File: src/pkg/touch_spi_pkg.sv
package touch_spi_pkg;

   // Fill byte shifted out when nothing is pending
   localparam logic [7:0] FILL_BYTE     = 8'h4D;
   // Packet layout
   localparam int         PACKET_BYTES  = 5;
   localparam int         COORD_WIDTH   = 12;
   localparam int         LOW_ZERO_BITS = 2;
   localparam int         LOW_PART_MSB  = 6;
   localparam int         HIGH_PART_LSB = 7;
   localparam logic [7:0] HEAD_MARK     = 8'h80;
   localparam int         PEN_BIT       = 0;
   // Byte and bit counting
   localparam int         BYTE_BITS     = 8;
   localparam logic [2:0] LAST_BIT      = 3'h7;
   localparam logic [2:0] LAST_BYTE     = 3'h4;
   localparam logic [2:0] FIRST_BYTE    = 3'h0;
   // Data FIFO
   localparam int         FIFO_DEPTH    = 16;
   localparam int         WORD_WIDTH    = 8;

endpackage

File: src/core/touch_report_spi_slave.sv
`timescale 1ns/1ps
// Behaviour
// One bit in, one out per clock
// Bytes travel most significant bit first
// Idle byte out is fixed fill
// Raise interrupt when report is ready
// Drop interrupt after first report byte
// Raise interrupt when response is ready
// Drop interrupt after first response byte
// Host keeps serial clock under 900 kHz; the test host model runs it at 8 MHz (125 ns bit period)
// Host pauses about 50 us between bytes; the test host model pauses about 3.4 us (GAP of 2000 ns plus framing)
// Report is exactly five bytes
// Coordinates 12 bit, low two zero
// Head byte: bit7 set, bit0 pen
// Coordinate split low seven, high five
// Host should use full 12-bit coordinates
// Clock idles low, output changes falling
// Output released while select inactive
// Finish current packet before next one
// Synchronise serial inputs before edge detect
module touch_report_spi_slave #(
   parameter int FIFO_DEPTH = touch_spi_pkg::FIFO_DEPTH
) (
   // Clock and reset
   input  wire logic        clk,
   input  wire logic        rst,
   // Serial link pins
   input  wire logic        sck,
   input  wire logic        sdi,
   input  wire logic        ss_n,
   output logic             sdo_out,
   output logic             sdo_oe_n,
   output logic             data_ready_irq,
   // Touch report from the sampling logic
   input  wire logic        report_valid,
   output logic             report_ready,
   input  wire logic [11:0] horizontal_coordinate,
   input  wire logic [11:0] vertical_coordinate,
   input  wire logic        pen_down,
   // Command response bytes, last marks the end of a response
   input  wire logic        resp_valid,
   output logic             resp_ready,
   input  wire logic [7:0]  resp_data,
   input  wire logic        resp_last,
   // Command bytes received from the host
   output logic             cmd_valid,
   output logic [7:0]       cmd_data
);

   // Which source is being copied into the queue
   typedef enum logic [1:0] {
      ST_IDLE   = 2'b00,
      ST_REPORT = 2'b01,
      ST_RESP   = 2'b10
   } src_e;

   ////////////////////////////////////////////////////////////////////////
   // Input synchronisers

   logic [1:0] sck_sync;
   logic [1:0] sdi_sync;
   logic [1:0] ss_sync;
   logic       sck_prev;
   logic       sck_rise;
   logic       sck_fall;
   logic       selected;

   // Two stages per pin before any logic looks at them
   always_ff @(posedge clk or posedge rst) begin
      if (rst) begin
         sck_sync <= 2'b00;
         sdi_sync <= 2'b00;
         ss_sync  <= 2'b11;
         sck_prev <= 1'b0;
      end else begin
         sck_sync <= {sck_sync[0], sck};
         sdi_sync <= {sdi_sync[0], sdi};
         ss_sync  <= {ss_sync[0], ss_n};
         sck_prev <= sck_sync[1];
      end
   end

   // Edges count only while the host selects us
   assign selected = !ss_sync[1];
   assign sck_rise = selected && sck_sync[1] && !sck_prev;
   assign sck_fall = selected && !sck_sync[1] && sck_prev;

   ////////////////////////////////////////////////////////////////////////
   // Packet source and FIFO loading

   src_e       src;
   src_e       next_src;
   logic [2:0] load_idx;
   logic [2:0] next_load_idx;
   logic [7:0] fifo_in_data;
   logic       fifo_in_valid;
   logic       fifo_in_ready;
   logic       fifo_out_valid;
   logic       fifo_out_ready;
   logic [7:0] fifo_out_data;
   logic [7:0] report_byte;
   logic       next_report_ready;
   // Shifter busy flag, also holds off the loader
   logic       pkt_active;
   logic       next_pkt_active;

   // Select one byte of the five-byte report
   always_comb begin
      unique case (load_idx)
         3'h0: report_byte = touch_spi_pkg::HEAD_MARK
                             | {7'h00, pen_down};
         3'h1: report_byte = {1'b0, horizontal_coordinate[6:2],
                              2'b00};
         3'h2: report_byte = {3'b000, horizontal_coordinate[11:7]};
         3'h3: report_byte = {1'b0, vertical_coordinate[6:2],
                              2'b00};
         default: report_byte = {3'b000, vertical_coordinate[11:7]};
      endcase
   end

   // Copy one packet at a time, only into an empty queue
   always_comb begin
      next_src      = src;
      next_load_idx = load_idx;
      fifo_in_valid = 1'b0;
      fifo_in_data  = report_byte;
      next_report_ready = 1'b0;
      resp_ready    = 1'b0;
      unique case (src)
         ST_IDLE: begin
            if (!fifo_out_valid && !pkt_active) begin
               // Reports win over responses
               if (report_valid) begin
                  next_src = ST_REPORT;
               end else if (resp_valid) begin
                  next_src = ST_RESP;
               end
            end
            next_load_idx = touch_spi_pkg::FIRST_BYTE;
         end
         ST_REPORT: begin
            // Push the five report bytes in order
            fifo_in_valid = 1'b1;
            if (fifo_in_ready) begin
               if (load_idx == touch_spi_pkg::LAST_BYTE) begin
                  next_report_ready = 1'b1;
                  next_src     = ST_IDLE;
               end else begin
                  next_load_idx = load_idx + 3'h1;
               end
            end
         end
         ST_RESP: begin
            // Response bytes stream straight into the queue
            fifo_in_valid = resp_valid;
            fifo_in_data  = resp_data;
            resp_ready    = fifo_in_ready;
            if (resp_valid && fifo_in_ready && resp_last) begin
               next_src = ST_IDLE;
            end
         end
         default: next_src = ST_IDLE;
      endcase
   end

   // Loader state; the report accept pulse leaves a flop
   always_ff @(posedge clk or posedge rst) begin
      if (rst) begin
         src          <= ST_IDLE;
         load_idx     <= touch_spi_pkg::FIRST_BYTE;
         report_ready <= 1'b0;
      end else begin
         src          <= next_src;
         load_idx     <= next_load_idx;
         report_ready <= next_report_ready;
      end
   end

   // Queue of packet bytes waiting for the shifter
   byte_fifo #(
      .WIDTH (touch_spi_pkg::WORD_WIDTH),
      .DEPTH (FIFO_DEPTH)
   ) u_fifo (
      .clk       (clk),
      .rst       (rst),
      .in_valid  (fifo_in_valid),
      .in_ready  (fifo_in_ready),
      .in_data   (fifo_in_data),
      .out_valid (fifo_out_valid),
      .out_ready (fifo_out_ready),
      .out_data  (fifo_out_data)
   );

   ////////////////////////////////////////////////////////////////////////
   // Serial shifter

   // Shift registers, counters and packet flags
   logic [7:0] tx_shift;
   logic [7:0] next_tx_shift;
   logic [7:0] rx_shift;
   logic [7:0] next_rx_shift;
   logic [2:0] bit_cnt;
   logic [2:0] next_bit_cnt;
   logic       pkt_start;
   logic       first_pending;
   logic       next_first_pending;
   logic       next_irq;
   logic       next_sdo_out;
   logic       next_cmd_valid;
   logic [7:0] next_cmd_data;
   logic       byte_end;

   assign byte_end       = sck_fall && (bit_cnt == touch_spi_pkg::LAST_BIT);
   // A queued packet starts between bytes, with the clock at rest
   assign pkt_start      = !pkt_active && fifo_out_valid
                           && (src == ST_IDLE) && (bit_cnt == 3'h0)
                           && !sck_sync[1] && !sck_fall;
   // Pop at packet start and at each byte end inside a packet
   assign fifo_out_ready = pkt_start || (byte_end && pkt_active);

   // Bits sampled on rising edge, shifted out on falling edge
   always_comb begin
      next_tx_shift      = tx_shift;
      next_rx_shift      = rx_shift;
      next_bit_cnt       = bit_cnt;
      next_pkt_active    = pkt_active;
      next_first_pending = first_pending;
      next_irq           = data_ready_irq;
      next_cmd_valid     = 1'b0;
      next_cmd_data      = cmd_data;
      // Deselect abandons a partial byte
      if (!selected) begin
         next_bit_cnt = 3'h0;
      end
      // Host data sampled on the rising edge
      if (sck_rise) begin
         next_rx_shift = {rx_shift[6:0], sdi_sync[1]};
      end
      // Next output bit on the falling edge
      if (sck_fall) begin
         next_tx_shift = {tx_shift[6:0], 1'b0};
         next_bit_cnt  = bit_cnt + 3'h1;
      end
      if (byte_end) begin
         next_cmd_valid = 1'b1;
         next_cmd_data  = rx_shift;
         if (first_pending) begin
            next_irq           = 1'b0;
            next_first_pending = 1'b0;
         end
         // Load next byte, or fill when nothing is queued
         if (pkt_active && fifo_out_valid) begin
            next_tx_shift = fifo_out_data;
         end else begin
            next_tx_shift   = touch_spi_pkg::FILL_BYTE;
            next_pkt_active = 1'b0;
         end
      end
      // Packet arrives at an idle shifter: preload first byte, interrupt
      if (pkt_start) begin
         next_tx_shift      = fifo_out_data;
         next_pkt_active    = 1'b1;
         next_first_pending = 1'b1;
         next_irq           = 1'b1;
      end
      // Nothing queued: keep the fill byte ready
      if (!pkt_active && !fifo_out_valid && bit_cnt == 3'h0
          && !sck_fall) begin
         next_tx_shift = touch_spi_pkg::FILL_BYTE;
      end
      // Output pin follows the shifter msb
      next_sdo_out = next_tx_shift[touch_spi_pkg::BYTE_BITS-1];
   end

   // Shifter registers; every pin output leaves a flop
   always_ff @(posedge clk or posedge rst) begin
      if (rst) begin
         tx_shift       <= touch_spi_pkg::FILL_BYTE;
         rx_shift       <= 8'h00;
         bit_cnt        <= 3'h0;
         pkt_active     <= 1'b0;
         first_pending  <= 1'b0;
         data_ready_irq <= 1'b0;
         sdo_out        <= 1'b0;
         sdo_oe_n       <= 1'b1;
         cmd_valid      <= 1'b0;
         cmd_data       <= 8'h00;
      end else begin
         tx_shift       <= next_tx_shift;
         rx_shift       <= next_rx_shift;
         bit_cnt        <= next_bit_cnt;
         pkt_active     <= next_pkt_active;
         first_pending  <= next_first_pending;
         data_ready_irq <= next_irq;
         sdo_out        <= next_sdo_out;
         sdo_oe_n       <= !selected;
         cmd_valid      <= next_cmd_valid;
         cmd_data       <= next_cmd_data;
      end
   end

endmodule

File: src/core/byte_fifo.sv
`timescale 1ns/1ps
module byte_fifo #(
   parameter int WIDTH = 8,
   parameter int DEPTH = 16
) (
   // Clock and reset
   input  wire logic             clk,
   input  wire logic             rst,
   // Fill side
   input  wire logic             in_valid,
   output logic                  in_ready,
   input  wire logic [WIDTH-1:0] in_data,
   // Drain side
   output logic                  out_valid,
   input  wire logic             out_ready,
   output logic      [WIDTH-1:0] out_data
);

   localparam int AW = $clog2(DEPTH);

   logic [WIDTH-1:0] mem [DEPTH];
   logic [AW:0]      wr_ptr;
   logic [AW:0]      rd_ptr;
   logic [AW:0]      next_wr_ptr;
   logic [AW:0]      next_rd_ptr;
   logic             do_wr;
   logic             do_rd;

   // Full and empty from pointer compare with wrap bit
   assign in_ready  = !((wr_ptr[AW] != rd_ptr[AW])
                        && (wr_ptr[AW-1:0] == rd_ptr[AW-1:0]));
   assign out_valid = (wr_ptr != rd_ptr);
   assign out_data  = mem[rd_ptr[AW-1:0]];
   assign do_wr     = in_valid && in_ready;
   assign do_rd     = out_valid && out_ready;

   // Pointer advance
   always_comb begin
      next_wr_ptr = do_wr ? wr_ptr + 1'b1 : wr_ptr;
      next_rd_ptr = do_rd ? rd_ptr + 1'b1 : rd_ptr;
   end

   always_ff @(posedge clk or posedge rst) begin
      if (rst) begin
         wr_ptr <= '0;
         rd_ptr <= '0;
      end else begin
         wr_ptr <= next_wr_ptr;
         rd_ptr <= next_rd_ptr;
      end
   end

   // Storage
   always_ff @(posedge clk) begin
      if (do_wr) begin
         mem[wr_ptr[AW-1:0]] <= in_data;
      end
   end

endmodule

File: config.mk
export PLATFORM = sky130hd
export DESIGN_NAME = touch_report_spi_slave
export DESIGN_NICKNAME = d
export VERILOG_FILES = /design/src/pkg/touch_spi_pkg.sv /design/src/core/touch_report_spi_slave.sv /design/src/core/byte_fifo.sv
export SDC_FILE = /design/constraint.sdc
export NUM_CORES = 1
export LEC_CHECK = 0
export CORE_UTILIZATION = 35
export CTS_CLUSTER_SIZE = 28
export DETAILED_ROUTE_END_ITERATION = 7
export DONT_BUFFER_PORTS = 1
export PLACE_DENSITY_LB_ADDON = 0.3
export SYNTH_ARGS = -nofsm -noshare
export SYNTH_HDL_FRONTEND = slang
export SYNTH_HIERARCHICAL = 1
export SYNTH_SLANG_ARGS = --single-unit
export TNS_END_PERCENT = 30
File: constraint.sdc
create_clock -name clk -period 4.9 [get_ports clk]
set_input_delay 0 -clock clk [delete_from_list [all_inputs] [get_ports clk]]
set_output_delay 0 -clock clk [all_outputs]
set_load 0.02 [all_outputs]
==> flow_results.xml <==
<?xml version="1.0" encoding="UTF-8"?>
<metrics>
  <group name="status">
    <metric name="outcome" unit="">completed</metric>
  </group>
  <group name="floorplanning">
    <metric name="floorplan.initialDensity" unit="%">35.81</metric>
    <metric name="die-area" unit="um^2">23000</metric>
    <metric name="core_area" unit="um^2">21890</metric>
    <metric name="rows" unit="">54</metric>
    <metric name="floorplan.die.height" unit="um">151.7</metric>
    <metric name="die_w" unit="um">151.7</metric>
    <metric name="design.portCount" unit="">55</metric>
  </group>
  <group name="clock_network">
    <metric name="cts.sinks" unit="">183</metric>
    <metric name="clk_pin_slew_worst_paths" unit="ns">0.07</metric>
    <metric name="tritoncts.num_buffers" unit="">17</metric>
    <metric name="tritoncts_clock_tree" unit="">yes</metric>
    <metric name="clockBufferDepth" unit="">2</metric>
    <metric name="cts.root.buffer_cell" unit="">sky130_fd_sc_hd__clkbuf_16</metric>
    <metric name="cts_max_level" unit="">4</metric>
    <metric name="insertion_delay_to_the_later_sink_of_the_worst_skew_pair" unit="ns">0.43</metric>
    <metric name="cts_setup_buffers" unit="">0</metric>
  </group>
  <group name="drt">
    <metric name="route.antenna.remaining_nets" unit="">0</metric>
    <metric name="drt_pass1_iterations" unit="">5</metric>
    <metric name="totalWireLength" unit="mm">15.69</metric>
    <metric name="vias_per_cell" unit="">5.207</metric>
    <metric name="wl_per_cell" unit="um">19.25</metric>
    <metric name="route.vias.total" unit="">4244</metric>
    <metric name="detail_route.drc_violations" unit="">0</metric>
    <metric name="drtIter0Drc" unit="">392</metric>
  </group>
  <group name="timing">
    <metric name="setup_slack" unit="ns">1.262</metric>
    <metric name="timing_hold_violations_final" unit="">0</metric>
    <metric name="min_period_over_period" unit="%">74.25</metric>
    <metric name="max_clock_freq" unit="MHz">274.8</metric>
    <metric name="drv_slew" unit="">0</metric>
    <metric name="worst-slew-pin-transition" unit="ns">1.015</metric>
    <metric name="final_period_minus_worst_setup_slack" unit="ns">3.638</metric>
    <metric name="finClkSkew" unit="ns">0.01141</metric>
    <metric name="fin_setup_tns" unit="ns">0</metric>
    <metric name="setup_violations" unit="">0</metric>
    <metric name="rsz_0062_raised_after_global_routing" unit="">no</metric>
    <metric name="timing.slew.headroom" unit="%">32.07</metric>
  </group>
  <group name="critical_path">
    <metric name="startpoint" unit="">u_fifo/rd_ptr[2]$_DFFE_PP0P_</metric>
    <metric name="end_kind" unit="">flop</metric>
    <metric name="crit_arrival" unit="ns">4.01</metric>
    <metric name="cp_slowest_cell" unit="">sky130_fd_sc_hd__dlygate4sd3_1</metric>
    <metric name="crit_path_max_incr_delay" unit="ns">0.56</metric>
    <metric name="worst-setup-path-type" unit="">reg2reg</metric>
    <metric name="timing.rr.start" unit="">u_fifo/rd_ptr[2]$_DFFE_PP0P_</metric>
    <metric name="worst-path-max-fanout" unit="">36</metric>
    <metric name="critical_path_startpoint_category" unit="">flop</metric>
    <metric name="worst-endpoint-required" unit="ns">5.27</metric>
    <metric name="path_common_cell" unit="">sky130_fd_sc_hd__dlygate4sd3_1</metric>
    <metric name="path_cells" unit="">buf_4 &gt; xnor2_1 &gt; nand4_2 &gt; nor2_1 &gt; inv_1 &gt; nand3_1 &gt; dlygate4sd3_1 &gt; a221o_1 &gt; mux2i_1 &gt; dlygate4sd3_1</metric>
  </group>
  <group name="job">
    <metric name="timing.max_cap.violations" unit="">0</metric>
  </group>
  <group name="worst_hold_path">
    <metric name="hold_class" unit="">in2reg</metric>
    <metric name="worstHoldStart" unit="">resp_data[4]</metric>
  </group>
  <group name="place">
    <metric name="dp.final_hpwl" unit="mm">10.15</metric>
    <metric name="routabilityCongestion" unit="">0.7342</metric>
    <metric name="place_area" unit="um^2">8120</metric>
    <metric name="placement.setup.worst_slack" unit="ns">1.836</metric>
    <metric name="place.port_buffers" unit="">0</metric>
  </group>
  <group name="final_layout">
    <metric name="drive_above_1_share" unit="%">17.38</metric>
    <metric name="area_delta_synth_final" unit="%">12.26</metric>
    <metric name="most-common-layout-cells" unit="">sky130_fd_sc_hd__edfxtp_1 (128), sky130_fd_sc_hd__nand2_1 (62), sky130_fd_sc_hd__dfrtp_1 (47)</metric>
    <metric name="nets_finish" unit="">579</metric>
    <metric name="final_design_area_no_fill" unit="um^2">8801</metric>
    <metric name="mostFrequentLayoutCell" unit="">sky130_fd_sc_hd__edfxtp_1</metric>
    <metric name="utilization" unit="%">40.20</metric>
    <metric name="num_antenna_cells" unit="">0</metric>
  </group>
  <group name="synth">
    <metric name="postSynthRegisterBits" unit="">183</metric>
    <metric name="number_of_enable_type_register_cells_in_the_synthesized_netlist" unit="">128</metric>
    <metric name="leading_register_cell_type_out_of_synthesis" unit="">sky130_fd_sc_hd__edfxtp_1</metric>
    <metric name="post_synth_instance_area" unit="um^2">7840</metric>
    <metric name="syn_area_cell" unit="um^2">15.56</metric>
    <metric name="synthesis.yosys.warnings" unit="">6</metric>
    <metric name="synth_async_sr_flop_share" unit="%">30.05</metric>
    <metric name="synth.yosys.seq_area_share" unit="%">66.69</metric>
    <metric name="ys_types" unit="">52</metric>
    <metric name="syn_inst" unit="">504</metric>
    <metric name="syn-num-nets" unit="">561</metric>
  </group>
  <group name="global_routing">
    <metric name="gr-usage-all-layers" unit="%">14.41</metric>
    <metric name="grt_max_degree" unit="">46</metric>
    <metric name="global_route.overflow_total" unit="">0</metric>
    <metric name="grt_pass1_wl" unit="mm">23.95</metric>
    <metric name="vias_in_the_first_global_route" unit="">4223</metric>
    <metric name="initial_antenna_violation_count" unit="">0</metric>
  </group>
  <group name="pwr">
    <metric name="power.static_leakage" unit="uW">0.003212</metric>
    <metric name="power_density_over_cell_area" unit="nW/um^2">560.7</metric>
    <metric name="ir_drop" unit="uV">430.4</metric>
    <metric name="fin_total_pwr" unit="uW">4935</metric>
  </group>
</metrics>
==> stage by stage <==
step                instances  hold slack, ns
global route              815         0.05562
CTS                       815        0.006977
floorplan                 504         -0.1598
global placement          773        -0.08084
finish                    815         0.02270
detailed placement        773        -0.07165
==> synthesized netlist by cell type, types with 2 or more instances <==
cell	number	area (um^2)
sky130_fd_sc_hd__clkbuf_1	4	15.01
sky130_fd_sc_hd__mux4_2	21	473.0
sky130_fd_sc_hd__o311ai_1	2	17.52
sky130_fd_sc_hd__nor2b_1	9	56.30
sky130_fd_sc_hd__nand4_1	4	25.02
sky130_fd_sc_hd__a21o_1	2	15.01
sky130_fd_sc_hd__mux2i_1	3	30.03
sky130_fd_sc_hd__nand2_1	62	232.7
sky130_fd_sc_hd__buf_2	10	50.05
sky130_fd_sc_hd__nor3b_2	2	25.02
sky130_fd_sc_hd__nor2_1	28	105.1
sky130_fd_sc_hd__o21ai_1	5	25.02
sky130_fd_sc_hd__a22oi_1	20	150.1
sky130_fd_sc_hd__ha_1	16	200.2
sky130_fd_sc_hd__dfrtp_1	48	1201
sky130_fd_sc_hd__buf_6	3	33.78
sky130_fd_sc_hd__a32oi_1	3	26.28
sky130_fd_sc_hd__a222oi_1	3	30.03
sky130_fd_sc_hd__buf_4	2	15.01
sky130_fd_sc_hd__dfstp_2	7	183.9
sky130_fd_sc_hd__o21bai_1	2	15.01
sky130_fd_sc_hd__and2_1	5	31.28
sky130_fd_sc_hd__o211ai_1	2	15.01
sky130_fd_sc_hd__mux4_1	11	289.0
sky130_fd_sc_hd__nand2b_1	6	37.54
sky130_fd_sc_hd__a21boi_0	2	15.01
sky130_fd_sc_hd__o21ai_0	10	50.05
sky130_fd_sc_hd__and3_1	2	12.51
sky130_fd_sc_hd__nor3_1	5	25.02
sky130_fd_sc_hd__nand3_1	6	30.03
sky130_fd_sc_hd__xnor2_1	12	105.1
sky130_fd_sc_hd__mux2_2	12	135.1
sky130_fd_sc_hd__a221o_1	5	50.05
sky130_fd_sc_hd__o31ai_1	5	37.54
sky130_fd_sc_hd__edfxtp_1	128	3844
sky130_fd_sc_hd__inv_1	21	78.83
==> sequential cells by signal, summed over array words and instances (netlist names) <==
signal and flops:
u_fifo/wr_ptr 5, sck_sync 2, cmd_valid 1, sdo_oe_n 1, src 2, rx_shift 8
report_ready 1, u_fifo/rd_ptr 5, pkt_active 1, ss_sync 2, bit_cnt 3, cmd_data 8
first_pending 1, data_ready_irq 1, u_fifo/mem 128, load_idx 3, sck_prev 1, sdi_sync 2
tx_shift 8
==> cell families (layout without fill, tap and decap cells) <==
group                      count (synthesis)  count (layout)  synth area share [%]
xor gates and xnor gates                  13              13                 1.452
AOI/OAI and AO/OA                         68              68                 6.463
muxes                                     47              47                 11.83
DFF                                      183             183                 66.69
buffers and inverters                     44              75                 3.016
adders and majority gates                 16              16                 2.553
and+or+nand+nor                          133             133                 7.995
==> routing by layer <==
metal	vias to the layer above	wire length [um]	global-route usage, %
met4	0	151	4.307
met5	-	0	0
met3	12	784	2.964
met1	2167	7308	20.44
li1	1943	-	-
met2	122	7448	22.23
==> worst paths after layout <==
kind                                                      to  slack (ns)  cells after the start
worst max-delay path                      src[0]$_DFFE_PP0P_        1.26                     10
worst min-delay path              u_fifo/mem[7][4]$_DFFE_PP_        0.02                      3
worst max register to register            src[0]$_DFFE_PP0P_        1.26                     10
worst min register to register         sck_sync[1]$_DFF_PP0_        0.36                      0
max in group asynchronous              sck_sync[0]$_DFF_PP0_        4.04                      2
min in group asynchronous       u_fifo/rd_ptr[2]$_DFFE_PP0P_        0.08                      2
==> cell type report <==
cell class / instances / area (um^2)
fill: 2025 / 13090
sequential: 183 / 5230
multi-input combinational: 277 / 2375
clock buffer: 21 / 474.2
tap: 280 / 350.3
timing repair buffer: 21 / 182.7
clock inverter: 11 / 106.4
inverter: 22 / 82.58
==> power by group <==
part	switching (uW)	internal, uW
Combinational	823	513
Sequential	154	2100
Clock	584	757
==> repair_timing <==
item	in CTS	in global routing
endpoints found under the hold margin	72	0
hold buffers	10	0
resized for setup	0	0
==> critical path, delay by kind of cell (launching register included) <==
family	cells	cell delay (ns)
muxes	1	0.19
AOI/OAI and AO/OA	1	0.20
xor gates and xnor gates	1	0.20
and+or+nand+nor	3	0.89
DFF	1	0.32
buffers and inverters	4	1.76
Note: power is estimated with default switching activity, not from simulation.
